### src/sbt_pkg.sv
// constants, register map and state types for the serial bit timer and arbiter
package sbt_pkg;

    // ------------------------------------------------------------
    // register map (byte addresses of aligned 32-bit words)
    // ------------------------------------------------------------
    localparam int SBT_ADDR_W = 8;
    localparam logic [SBT_ADDR_W-1:0] SBT_OFF_CTRL = 8'h00;
    localparam logic [SBT_ADDR_W-1:0] SBT_OFF_COUNT = 8'h04;
    localparam logic [SBT_ADDR_W-1:0] SBT_OFF_CONFIG = 8'h08;

    // control/status bit positions, then the source select bit of the config word
    localparam int SBT_BIT_MODE_HI = 7;
    localparam int SBT_BIT_MODE_LO = 6;
    localparam int SBT_BIT_LOST = 5;
    localparam int SBT_BIT_CLKSEL = 4;
    localparam int SBT_BIT_DONE = 3;
    localparam int SBT_BIT_RUN = 2;
    localparam int SBT_BIT_OVF = 1;
    localparam int SBT_BIT_TOP = 0;
    localparam int SBT_BIT_SRCSEL = 0;

    // ------------------------------------------------------------
    // modes, counter and timing
    // ------------------------------------------------------------
    localparam logic [1:0] SBT_MODE_IDLE = 2'h0;
    localparam logic [1:0] SBT_MODE_MEASURE = 2'h1;
    localparam logic [1:0] SBT_MODE_ARBITRATE = 2'h2;
    localparam logic [1:0] SBT_MODE_RESERVED = 2'h3;
    localparam int SBT_CNT_W = 9;
    localparam logic [SBT_CNT_W-1:0] SBT_CNT_MAX = 9'h1ff;
    localparam logic [SBT_CNT_W-1:0] SBT_CNT_ONE = 9'h001;
    localparam logic [SBT_CNT_W-1:0] SBT_SAMPLE_BUS = 9'h038;
    localparam logic [SBT_CNT_W-1:0] SBT_SAMPLE_PRESC = 9'h008;
    localparam logic [1:0] SBT_DIV4_LAST = 2'h3;
    localparam logic [1:0] SBT_DIV4_STEP = 2'h1;
    localparam logic [1:0] SBT_RESP_OKAY = 2'h0;
    localparam logic [1:0] SBT_RESP_SLVERR = 2'h2;

    typedef enum logic [3:0] {
        SBT_IDLE = 4'b0001,
        SBT_WAIT = 4'b0010,
        SBT_COUNT = 4'b0100,
        SBT_STOP = 4'b1000
    } sbt_phase_type;

    // ------------------------------------------------------------
    // whole module state
    // ------------------------------------------------------------
    typedef struct packed {
        logic [1:0] mode;
        logic clk_sel;
        logic lost;
        logic done;
        logic ovf;
        logic [SBT_CNT_W-1:0] count;
        logic src_sel;
        sbt_phase_type phase;
        logic sampled;
        logic rx_meta;
        logic rx_sync;
        logic rx_prev;
        logic tx_prev;
        logic [1:0] div4;
        logic half_tgl;
        logic tx_pin;
        logic awready;
        logic aw_full;
        logic [SBT_ADDR_W-1:0] aw_addr;
        logic wready;
        logic w_full;
        logic [31:0] w_data;
        logic w_strb0;
        logic bvalid;
        logic [1:0] bresp;
        logic arready;
        logic rvalid;
        logic [31:0] rdata;
        logic [1:0] rresp;
    } sbt_state_type;

endpackage

### src/sbt_arbiter.sv
// serial bit timer and bus arbiter with an axi4-lite register slave
`timescale 1ns/1ps
module sbt_arbiter
    import sbt_pkg::*;
(
    input wire logic aclk,
    input wire logic aresetn,
    input wire logic [SBT_ADDR_W-1:0] s_axi_awaddr,
    input wire logic s_axi_awvalid,
    output logic s_axi_awready,
    input wire logic [31:0] s_axi_wdata,
    input wire logic [3:0] s_axi_wstrb,
    input wire logic s_axi_wvalid,
    output logic s_axi_wready,
    output logic [1:0] s_axi_bresp,
    output logic s_axi_bvalid,
    input wire logic s_axi_bready,
    input wire logic [SBT_ADDR_W-1:0] s_axi_araddr,
    input wire logic s_axi_arvalid,
    output logic s_axi_arready,
    output logic [31:0] s_axi_rdata,
    output logic [1:0] s_axi_rresp,
    output logic s_axi_rvalid,
    input wire logic s_axi_rready,
    input wire logic rx_in,
    input wire logic internal_transmit_out,
    input wire logic prescaler_tick_bus,
    input wire logic prescaler_tick_osc,
    output logic tx_pin
);

    // ------------------------------------------------------------
    // helpers
    // ------------------------------------------------------------
    // read view of the control/status register
    function automatic logic [7:0] sbt_ctrl_view(input sbt_state_type s);
        logic [7:0] v;
        v = 8'h00;
        v[SBT_BIT_MODE_HI] = s.mode[1];
        v[SBT_BIT_MODE_LO] = s.mode[0];
        v[SBT_BIT_LOST] = s.lost;
        v[SBT_BIT_CLKSEL] = s.clk_sel;
        v[SBT_BIT_DONE] = s.done;
        v[SBT_BIT_RUN] = (s.phase == SBT_COUNT);
        v[SBT_BIT_OVF] = s.ovf;
        v[SBT_BIT_TOP] = s.count[SBT_CNT_W-1];
        return v;
    endfunction

    // true when an address hits one of the three mapped words
    function automatic logic sbt_mapped(input logic [SBT_ADDR_W-1:0] a);
        return (a == SBT_OFF_CTRL) || (a == SBT_OFF_COUNT) || (a == SBT_OFF_CONFIG);
    endfunction

    sbt_state_type st_reg;
    sbt_state_type st_next;

    // decoded strobes, also watched by the checks below
    logic tick;
    logic presc_tick;
    logic rx_fall;
    logic rx_rise;
    logic tx_rise;
    logic tx_fall;
    logic ctrl_wr;
    logic done_set;
    logic ovf_set;
    logic lost_set;
    logic lost_clr;

    // ------------------------------------------------------------
    // counter clock enable
    // ------------------------------------------------------------
    // the prescaler itself lives outside; only its tick is chosen here
    assign presc_tick = st_reg.src_sel ? prescaler_tick_osc : prescaler_tick_bus;
    assign tick = st_reg.clk_sel ? (presc_tick & st_reg.half_tgl)
                                 : (st_reg.div4 == SBT_DIV4_LAST);

    // receive edges seen only on synchronised samples, never the first stage; transmit edges come from the raw input
    assign rx_fall = st_reg.rx_prev & ~st_reg.rx_sync;
    assign rx_rise = ~st_reg.rx_prev & st_reg.rx_sync;
    assign tx_rise = ~st_reg.tx_prev & internal_transmit_out;
    assign tx_fall = st_reg.tx_prev & ~internal_transmit_out;

    assign ctrl_wr = st_reg.aw_full && st_reg.w_full && !st_reg.bvalid
                     && st_reg.w_strb0 && (st_reg.aw_addr == SBT_OFF_CTRL);
    assign lost_clr = ctrl_wr && !st_reg.w_data[SBT_BIT_MODE_HI];

    // ------------------------------------------------------------
    // next state
    // ------------------------------------------------------------
    always_comb begin
        st_next = st_reg;
        done_set = 1'b0;
        ovf_set = 1'b0;
        lost_set = 1'b0;

        // two-stage receive synchroniser plus an edge history stage
        st_next.rx_meta = rx_in;
        st_next.rx_sync = st_reg.rx_meta;
        st_next.rx_prev = st_reg.rx_sync;
        st_next.tx_prev = internal_transmit_out;

        // free-running quarter divider and prescaler halving toggle
        st_next.div4 = st_reg.div4 + SBT_DIV4_STEP;
        if (presc_tick) begin
            st_next.half_tgl = ~st_reg.half_tgl;
        end

        // counting with wrap detection
        if (st_reg.phase == SBT_COUNT && tick) begin
            st_next.count = st_reg.count + SBT_CNT_ONE;
            if (st_reg.count == SBT_CNT_MAX) begin
                ovf_set = 1'b1;
            end
        end

        // mode engine
        unique case (st_reg.mode)
            SBT_MODE_MEASURE: begin
                unique case (st_reg.phase)
                    SBT_IDLE: begin
                        st_next.phase = SBT_WAIT;
                    end
                    SBT_WAIT: begin
                        if (!st_reg.clk_sel && rx_fall) begin
                            st_next.phase = SBT_COUNT;
                            st_next.count = '0;
                        end else if (st_reg.clk_sel && !st_reg.rx_sync) begin
                            st_next.phase = SBT_COUNT;
                            st_next.count = '0;
                        end
                    end
                    SBT_COUNT: begin
                        if (!st_reg.clk_sel && rx_fall) begin
                            st_next.phase = SBT_STOP;
                            st_next.count = st_reg.count;
                            done_set = 1'b1;
                        end else if (st_reg.clk_sel && rx_rise) begin
                            st_next.phase = SBT_STOP;
                            st_next.count = st_reg.count;
                            done_set = 1'b1;
                        end
                    end
                    SBT_STOP: begin
                        st_next.phase = SBT_STOP;
                    end
                    default: begin
                        st_next.phase = SBT_IDLE;
                    end
                endcase
            end
            SBT_MODE_ARBITRATE: begin
                if (st_reg.phase == SBT_IDLE) begin
                    st_next.phase = SBT_WAIT;
                end
                if (tx_rise) begin
                    st_next.phase = SBT_COUNT;
                    st_next.count = '0;
                    st_next.sampled = 1'b0;
                end else if (st_reg.phase == SBT_COUNT) begin
                    // one static sample per transmitted bit
                    if (!st_reg.sampled && st_reg.count ==
                        (st_reg.clk_sel ? SBT_SAMPLE_PRESC : SBT_SAMPLE_BUS)) begin
                        st_next.sampled = 1'b1;
                        lost_set = !st_reg.rx_sync;
                    end
                    // own dominant bit with no conflict seen: re-arm quietly
                    if (tx_fall && !st_reg.lost) begin
                        st_next.phase = SBT_WAIT;
                        st_next.count = '0;
                    end
                end
            end
            default: begin
                // idle and the unused code both hold the counter cleared
                st_next.phase = SBT_IDLE;
                st_next.count = '0;
                st_next.sampled = 1'b0;
            end
        endcase

        // ------------------------------------------------------------
        // axi4-lite write channel
        // ------------------------------------------------------------
        if (s_axi_awvalid && st_reg.awready) begin
            st_next.aw_full = 1'b1;
            st_next.aw_addr = s_axi_awaddr;
        end
        if (s_axi_wvalid && st_reg.wready) begin
            st_next.w_full = 1'b1;
            st_next.w_data = s_axi_wdata;
            st_next.w_strb0 = s_axi_wstrb[0];
        end
        if (st_reg.aw_full && st_reg.w_full && !st_reg.bvalid) begin
            st_next.aw_full = 1'b0;
            st_next.w_full = 1'b0;
            st_next.bvalid = 1'b1;
            st_next.bresp = sbt_mapped(st_reg.aw_addr) ? SBT_RESP_OKAY : SBT_RESP_SLVERR;
            if (ctrl_wr) begin
                // a control write with byte 0 strobed restarts the chosen mode; only a write with mode bit 7 low also clears lost
                st_next.mode = {st_reg.w_data[SBT_BIT_MODE_HI], st_reg.w_data[SBT_BIT_MODE_LO]};
                st_next.clk_sel = st_reg.w_data[SBT_BIT_CLKSEL];
                st_next.count = '0;
                st_next.phase = SBT_IDLE;
                st_next.sampled = 1'b0;
            end
            if (st_reg.w_strb0 && st_reg.aw_addr == SBT_OFF_CONFIG) begin
                st_next.src_sel = st_reg.w_data[SBT_BIT_SRCSEL];
            end
        end
        if (st_reg.bvalid && s_axi_bready) begin
            st_next.bvalid = 1'b0;
        end
        st_next.awready = !st_next.aw_full && !st_next.bvalid;
        st_next.wready = !st_next.w_full && !st_next.bvalid;

        // flags: a hardware set in the same cycle beats the software clear
        st_next.done = (st_reg.done & ~ctrl_wr) | done_set;
        st_next.ovf = (st_reg.ovf & ~ctrl_wr) | ovf_set;
        st_next.lost = (st_reg.lost & ~lost_clr) | lost_set;

        // transmit pin follows the next flag so it seizes in the same cycle
        st_next.tx_pin = st_next.lost ? 1'b1 : internal_transmit_out;

        // ------------------------------------------------------------
        // axi4-lite read channel
        // ------------------------------------------------------------
        if (s_axi_arvalid && st_reg.arready) begin
            st_next.rvalid = 1'b1;
            st_next.rresp = sbt_mapped(s_axi_araddr) ? SBT_RESP_OKAY : SBT_RESP_SLVERR;
            st_next.rdata = 32'h0000_0000;
            if (s_axi_araddr == SBT_OFF_CTRL) begin
                st_next.rdata[7:0] = sbt_ctrl_view(st_reg);
            end else if (s_axi_araddr == SBT_OFF_COUNT) begin
                st_next.rdata[7:0] = st_reg.count[7:0];
            end else if (s_axi_araddr == SBT_OFF_CONFIG) begin
                st_next.rdata[SBT_BIT_SRCSEL] = st_reg.src_sel;
            end
        end else if (st_reg.rvalid && s_axi_rready) begin
            st_next.rvalid = 1'b0;
        end
        st_next.arready = !st_next.rvalid;
    end

    // ------------------------------------------------------------
    // state register
    // ------------------------------------------------------------
    // receive history resets high, matching an idle serial line
    always_ff @(posedge aclk) begin
        if (!aresetn) begin
            st_reg <= '0;
            st_reg.phase <= SBT_IDLE;
            st_reg.rx_meta <= 1'b1;
            st_reg.rx_sync <= 1'b1;
            st_reg.rx_prev <= 1'b1;
            st_reg.tx_prev <= 1'b1;
            st_reg.tx_pin <= 1'b1;
            st_reg.bresp <= SBT_RESP_OKAY;
            st_reg.rresp <= SBT_RESP_OKAY;
        end else begin
            st_reg <= st_next;
        end
    end

    assign s_axi_awready = st_reg.awready;
    assign s_axi_wready = st_reg.wready;
    assign s_axi_bvalid = st_reg.bvalid;
    assign s_axi_bresp = st_reg.bresp;
    assign s_axi_arready = st_reg.arready;
    assign s_axi_rvalid = st_reg.rvalid;
    assign s_axi_rdata = st_reg.rdata;
    assign s_axi_rresp = st_reg.rresp;
    assign tx_pin = st_reg.tx_pin;

    // ------------------------------------------------------------
    // checks
    // ------------------------------------------------------------
    property p_idle_hold;
        @(posedge aclk) disable iff (!aresetn)
        (st_reg.mode == SBT_MODE_IDLE) |-> (st_reg.count == '0 && st_reg.phase == SBT_IDLE);
    endproperty
    a_idle_hold: assert property (p_idle_hold) else $error("counter not held in idle");

    property p_fall_start;
        @(posedge aclk) disable iff (!aresetn)
        (st_reg.mode == SBT_MODE_MEASURE && !st_reg.clk_sel && st_reg.phase == SBT_WAIT
         && rx_fall && !ctrl_wr) |=> (st_reg.phase == SBT_COUNT && st_reg.count == '0);
    endproperty
    a_fall_start: assert property (p_fall_start) else $error("falling edge did not start");

    property p_fall_stop;
        @(posedge aclk) disable iff (!aresetn)
        (st_reg.mode == SBT_MODE_MEASURE && !st_reg.clk_sel && st_reg.phase == SBT_COUNT
         && rx_fall && !ctrl_wr) |=> (st_reg.done && st_reg.count == $past(st_reg.count));
    endproperty
    a_fall_stop: assert property (p_fall_stop) else $error("second falling edge did not stop");

    property p_low_start;
        @(posedge aclk) disable iff (!aresetn)
        (st_reg.mode == SBT_MODE_MEASURE && st_reg.clk_sel && st_reg.phase == SBT_WAIT
         && !st_reg.rx_sync && !ctrl_wr) |=> (st_reg.phase == SBT_COUNT);
    endproperty
    a_low_start: assert property (p_low_start) else $error("low receive did not start");

    property p_wrap;
        @(posedge aclk) disable iff (!aresetn)
        (st_reg.phase == SBT_COUNT && tick && st_reg.count == SBT_CNT_MAX && !ctrl_wr)
        |=> (st_reg.ovf && st_reg.count == '0);
    endproperty
    a_wrap: assert property (p_wrap) else $error("wrap did not flag overflow");

    property p_ctrl_clear;
        @(posedge aclk) disable iff (!aresetn)
        (ctrl_wr && !done_set && !ovf_set) |=> (!st_reg.done && !st_reg.ovf && st_reg.count == '0);
    endproperty
    a_ctrl_clear: assert property (p_ctrl_clear) else $error("control write did not clear");

    property p_lost_keep;
        @(posedge aclk) disable iff (!aresetn)
        (st_reg.lost && !lost_clr) |=> st_reg.lost;
    endproperty
    a_lost_keep: assert property (p_lost_keep) else $error("lost flag cleared without write");

    property p_sample;
        @(posedge aclk) disable iff (!aresetn)
        (st_reg.mode == SBT_MODE_ARBITRATE && st_reg.phase == SBT_COUNT && !tx_rise
         && !st_reg.sampled && !st_reg.rx_sync && !ctrl_wr
         && st_reg.count == (st_reg.clk_sel ? SBT_SAMPLE_PRESC : SBT_SAMPLE_BUS))
        |=> st_reg.lost;
    endproperty
    a_sample: assert property (p_sample) else $error("low sample did not set lost");

    property p_seize;
        @(posedge aclk) disable iff (!aresetn)
        st_reg.lost |-> tx_pin;
    endproperty
    a_seize: assert property (p_seize) else $error("transmit pin not forced high");

    property p_restart;
        @(posedge aclk) disable iff (!aresetn)
        (st_reg.mode == SBT_MODE_ARBITRATE && tx_rise && !ctrl_wr)
        |=> (st_reg.phase == SBT_COUNT && st_reg.count == '0 && !st_reg.sampled);
    endproperty
    a_restart: assert property (p_restart) else $error("transmit edge did not restart");

    // a later control write may switch to prescaler ticks, which then keep their own spacing
    property p_quarter;
        @(posedge aclk) disable iff (!aresetn)
        (!st_reg.clk_sel && tick && !ctrl_wr)
        |=> (!tick || st_reg.clk_sel) [*3] ##1 (tick || st_reg.clk_sel);
    endproperty
    a_quarter: assert property (p_quarter) else $error("quarter clock spacing wrong");

endmodule

### config.mk
export PLATFORM = sky130hd
export DESIGN_NAME = sbt_arbiter
export DESIGN_NICKNAME = d
export VERILOG_FILES = /design/src/sbt_pkg.sv /design/src/sbt_arbiter.sv
export SDC_FILE = /design/constraint.sdc
export NUM_CORES = 1
export LEC_CHECK = 0
export BUFFER_PORTS_ARGS = -buffer_cell sky130_fd_sc_hd__buf_2
export CORE_MARGIN = 2
export CORE_UTILIZATION = 45
export DETAILED_ROUTE_END_ITERATION = 12
export PLACE_DENSITY = 0.82
export SYNTH_ARGS = -nofsm -noshare
export SYNTH_HDL_FRONTEND = slang
export SYNTH_SLANG_ARGS = --single-unit
### constraint.sdc
create_clock -name aclk -period 3.66 [get_ports aclk]
set_input_delay 0.183 -clock aclk [delete_from_list [all_inputs] [get_ports aclk]]
set_output_delay 0.183 -clock aclk [all_outputs]
set_load 0.02 [all_outputs]
# Word level (Yosys, flattened, before mapping)
# Cells that the tools add are included.
dict set report classes {
  add_sub_neg 2
  n_eq_ne 13
  mux 53
  bitwise 19
  n_reduce_logical 38
}
# cell count
set ops {}
lappend ops {{9-bit two-way mux} 10}
lappend ops {{9-bit one-hot mux with 2 select lines} 2}
lappend ops {{34-bit two-way mux} 1}
lappend ops {{4-bit two-way mux} 6}
lappend ops {{1-bit two-way mux} 21}
lappend ops {{1-bit logical AND} 19}
lappend ops {{8-bit by 3-bit equality test with 1-bit output (second input constant)} 2}
lappend ops {{8-bit by 4-bit equality test with 1-bit output (second input constant)} 2}
lappend ops {{8-bit zero test} 2}
lappend ops {{4-bit one-hot mux with 4 select lines} 1}
lappend ops {{15-bit two-way mux} 1}
lappend ops {{5-bit two-way mux} 3}
lappend ops {{1-bit zero test} 10}
lappend ops {{9-bit by 1-bit adder with 9-bit output (second input constant)} 1}
lappend ops {{9-bit by 6-bit equality test with 1-bit output} 1}
lappend ops {{9-bit equality test (second input constant)} 1}
lappend ops {{1-bit AND} 8}
lappend ops {{8-bit two-way mux} 1}
lappend ops {{1-bit inverter} 8}
lappend ops {{4-bit one-hot mux with 2 select lines} 1}
lappend ops {{7-bit two-way mux} 1}
lappend ops {{6-bit two-way mux} 1}
lappend ops {{2-bit equality test (second input constant)} 2}
lappend ops {{4-bit by 1-bit equality test with 1-bit output (second input constant)} 1}
lappend ops {{other kinds (12)} 19}
dict set report totals {
  regBits 89
  input_bits 63
  wordCells 154
}

# Longest topological paths before layout
dict set report logic_depth {
  ltp_word 11
  depth_mapped 7
  depth_no_buf 7
}

# Worst setup path after synthesis
# Ideal clock, no wire load.
dict set report synth_timing {
  path_kind {register to register}
  start {register st_reg[93] (netlist name)}
  end {register st_reg[103] (netlist name)}
  setup_ns 0.070
  arrival_ns 1.957
  required_time_ns 3.590
  slack_ns 1.633
  stages_incl_launch_ff 7
  n_path_buf 2
  cell_sequence {dfxtp_1 -> buf_6 -> or4b_4 -> buf_6 -> a2111o_1 -> or4b_1 -> a21oi_1}
}
dict set report synth_between {
  elab_chain_cells 9
}
# item line
set synth_lines {}
lappend synth_lines {{from (decl)} sbt_arbiter.sv:55} ;# sbt_state_type st_reg;
lappend synth_lines {{from (signal assigned)} sbt_arbiter.sv:262} ;# st_reg <= st_next;
lappend synth_lines {{4-bit by 3-bit equality test with 1-bit output} {sbt_arbiter.sv:111, sbt_arbiter.sv:121, sbt_arbiter.sv:161}}
lappend synth_lines {{1-bit logical AND} sbt_arbiter.sv:111} ;# if (st_reg.phase == SBT_COUNT && tick) begin
lappend synth_lines {{9-bit two-way mux} sbt_arbiter.sv:111}
lappend synth_lines {{9-bit two-way mux (on tied branches)} {sbt_arbiter.sv:139, sbt_arbiter.sv:129, sbt_arbiter.sv:169}}
lappend synth_lines {{9-bit two-way mux (on tied branches)} {sbt_arbiter.sv:135, sbt_arbiter.sv:126, sbt_arbiter.sv:161}}
lappend synth_lines {{9-bit one-hot mux with 2 select lines / 9-bit two-way mux (equally long branches)} {sbt_arbiter.sv:121, sbt_arbiter.sv:157}}
lappend synth_lines {{9-bit one-hot mux with 2 select lines (*)} sbt_arbiter.sv:119} ;# unique case (st_reg.mode)
lappend synth_lines {{9-bit two-way mux} sbt_arbiter.sv:200} ;# if (ctrl_wr) begin
lappend synth_lines {{15-bit two-way mux (*)} sbt_arbiter.sv:195} ;# if (st_reg.aw_full && st_reg.w_full && !st_reg.bvalid) begin
# Mark *: on every way between the ends. The rest lies on a longest branch, timed or not.
# A chain may end at the register's enable or synchronous reset.

# Final worst setup path
dict set report layout_timing {
  start {register st_reg[111] (netlist name)}
  end {register st_reg[103] (netlist name)}
}
dict set report layout_between {
  elab_chain_cells 4
}
# item line
set layout_lines {}
lappend layout_lines {{2-bit equality test / 2-bit by 1-bit equality test with 1-bit output (equally long branches)} sbt_arbiter.sv:119}
lappend layout_lines {{9-bit one-hot mux with 2 select lines (*)} sbt_arbiter.sv:119}
lappend layout_lines {{9-bit two-way mux} sbt_arbiter.sv:200}
lappend layout_lines {{15-bit two-way mux (*)} sbt_arbiter.sv:195}
# Marks and branches as above.

==> metrics.md <==
| Metric | Value |
|---|---|
| First-pass GRT wire length | 11.1 mm |
| Switch Pwr | 342 µW |
| Die ar. | 7590 µm² |
| Post-detail-place hpwl | 4.88 mm |
| CP max stage delay | 0.52 ns |
| Met2 routed WL | 3.27 mm |
| Cell taking the most area after synthesis | dfxtp_1 |
| Vias in the first global route | 2,495 |
| Ys async rst share | 0 |
| WP data arrival | 2.66 ns |
| Clk network pwr share | 0.368 |
| CTS resizes | 0 |
| Slew Viols, Final | 0 |
| Core Box Area | 6760 µm² |
| Sink Count | 59 |
| Worst clock skew | 0.00588 ns |
| DR vias/cell | 5.67 |
| Met3 routed wirelength | 509 µm |
| Switching share of power | 0.266 |
| Pint | 946 µW |
| Num CTS Buffers | 9 |
| Final period utilization | 0.653 |
| Design Area, Final | 3340 µm² |
| CP Buf/Inv Count | 0 |
| RD Place Congestion | 0.960 |
| Drt total wl | 6.87 mm |
| Largest net degree at the start of global routing | 45 |
| Max transition margin | 0.306 |
| Synth Flop Type | dfxtp_1 |
| TritonCTS clock tree | built |
| PnR worst setup slack | 1.27 ns |
| Pwr dens | 385 nW/µm² |
| Max-Cap Viols | 0 |
| Initial DRC count | 415 |
| Std-Cell Rows | 30 |
| Area of the multi-input gates | 1660 µm² |
| Ant. Diodes | 0 |
| Minimum clock period after layout | 2.39 ns |
| DP Area | 3190 µm² |
| Max reg flops | 41 |
| Grt ovf | 0 |
| Setup TNS | 0 ns |
| Synth cell types | 55 |
| Delay-heaviest family, CP | simple AND/OR/NAND/NOR gates |
| RSZ-0062 raised after global routing | false |
| Endpoints failing setup | 0 |
| DRC viols | 0 |
| Yosys reg bits | 59 |
| Clock buffer depth | 2 |
| Top-area cell type share of the netlist area | 0.380 |
| Fmax | 418 MHz |
| CP Data Required Time | 3.93 ns |
| Proportion of layout cells with a drive suffix above 1 | 0.173 |
| Number of cells on the worst hold path | 2 |
| Pre-CTS WS | 1.35 ns |
| Sequential share of the synthesized area | 0.380 |
| Setup repair bufs after CTS | 0 |
| Final Non-Filler Cells | 479 |
| Die Width | 87.1 µm |
| Worst Setup Start Kind | flip-flop |
| Layout Nets | 465 |
| Crit-path cells | ha_1, or3b_2, or3_1, a21oi_1, a22oi_1, a21oi_1 |
| Worst VDD drop | 263 µV |
| IO Port Bufs | 47 |
| Worst Setup End Kind | flip-flop |
| CP max-delay cell | or3b_2 |
| Die Y | 87.1 µm |
| Clk pin slew, worst setup/hold paths | 0.06 ns |
| Clock Latency Late Sink | 0.34 ns |
| Worst Tran Pin Value | 1.03 ns |
| Leak Pwr | 0.00130 µW |
| Seq pwr share | 0.530 |
| Fin. Hold Viols | 0 |
| Highest metal used | met4 |
| Drt pass-1 iters | 5 |
| CP Max Fanout | 8 |
| Fill cells | 636 |
| Synth warn | 0 |
| Worst Hold Class | primary input to flip-flop |
| Initial core utilization | 0.460 |
| EDFF count, synth | 0 |
| H-tree depth | 3 |
| Final ANT Viol Nets | 0 |
| Status | complete, no violations |
| Initial antenna violation count | 0 |
| Synthesized instance count | 364 |
| Avg WL per Cell | 14.3 µm |
| CP Class | flip-flop to flip-flop |
| Most used cell, CP | a21oi_1 |
| Root buffer cell | clkbuf_8 |
| FF-to-FF path depth | 6 |
| Synth area leaders | dfxtp_1, buf_4, nand2_1, a21boi_0, a21oi_1 |
| Via Count | 2,717 |
| WP depth | 6 |
| IO Pins | 105 |
| M1 WL | 2.87 mm |
| Logic gate share of total power | 0.102 |
| Storage cell area | 1180 µm² |
| Area Overhead vs Synth | 7.49% |
| Hold buffer count at cts | 0 |
| Placed instance count | 465 |
| Cell area after synthesis | 3110 µm² |
| Mapped Avg Cell Area | 8.54 µm² |
| Tot GR Track Use | 0.185 |
-- stage by stage --
stage                     hold WS, ns   util  power (µW)
after floorplan                 0.256      -         813
after global placement          0.373  0.473         822
after detailed placement        0.375  0.473         827
after CTS                      0.0186  0.495        1290
after global routing           0.0224  0.495        1340
final                          0.0208  0.495        1290
-- Yosys cell counts (all sizes together), types with 4 or more instances --
master / instances
a21boi: 17
a21oi: 18
a221oi: 7
a22oi: 5
and2: 7
and3: 4
buf: 40
clkbuf: 11
dfxtp: 59
ha: 6
inv: 5
mux2i: 7
nand2: 40
nand2b: 9
nand3: 13
nand4: 5
nor2: 20
nor2b: 12
nor3: 5
o211ai: 4
o21ai: 19
or4b: 4
-- final timing paths --
| path | end | slack (ns) | startpoint |
|---|---|---|---|
| worst max register to register | st_reg[103] | 1.27 | st_reg[111] |
| worst max-delay path | st_reg[103] | 1.27 | st_reg[111] |
| worst min register to register | st_next[89] | 0.41 | st_next[90] |
| worst min-delay path | st_next[90] | 0.02 | rx_in |
-- per-layer routing --
layer	vias to the layer above	GRT usage
li1	1301	-
met1	1251	0.230
met2	138	0.289
met3	27	0.0464
met4	0	0.106
met5	-	0
-- cells in the final DEF (no fill, tap or decap), drive strengths merged, types with 3 or more instances in the layout --
cell type,instances
dfxtp,59
buf,47
nand2,40
conb,26
nor2,20
o21ai,19
a21oi,18
a21boi,17
nand3,13
nor2b,12
clkbuf,10
nand2b,9
a221oi,7
mux2i,7
and2,7
ha,6
inv,5
nor3,5
a22oi,5
nand4,5
and3,4
o211ai,4
clkinv,4
or4b,4
and3b,3
nand3b,3
or3b,3
nor4b,3
xnor2,3
nor3b,3
a211oi,3
-- logic make-up after synthesis --
family	Yosys count	share of synthesized area
and+or+nand+nor	141	0.247
adders and majority gates	6	0.0241
xor gates and xnor gates	3	0.00845
other	1	0.00121
buffers and inverters	56	0.117
muxes	9	0.0298
AOI/OAI and AO/OA	89	0.193
DFF	59	0.380
-- final cells by class --
class	count	area share
timing repair buffer	47	0.0704
sequential	59	0.353
inverter	5	0.00562
clock inverter	4	0.00599
tap	80	0.0300
multi-input combinational	274	0.496
clock buffer	10	0.0382
-- power by group through the flow --
stage               clock [µW]  combinational [µW]  sequential, µW
CTS                        480                 132             682
global route               506                 147             686
detailed placement           0                 131             696
finish                     474                 132             682
floorplan                    0                 115             698
global placement             0                 127             695
Power figures use the tool's default switching activity.
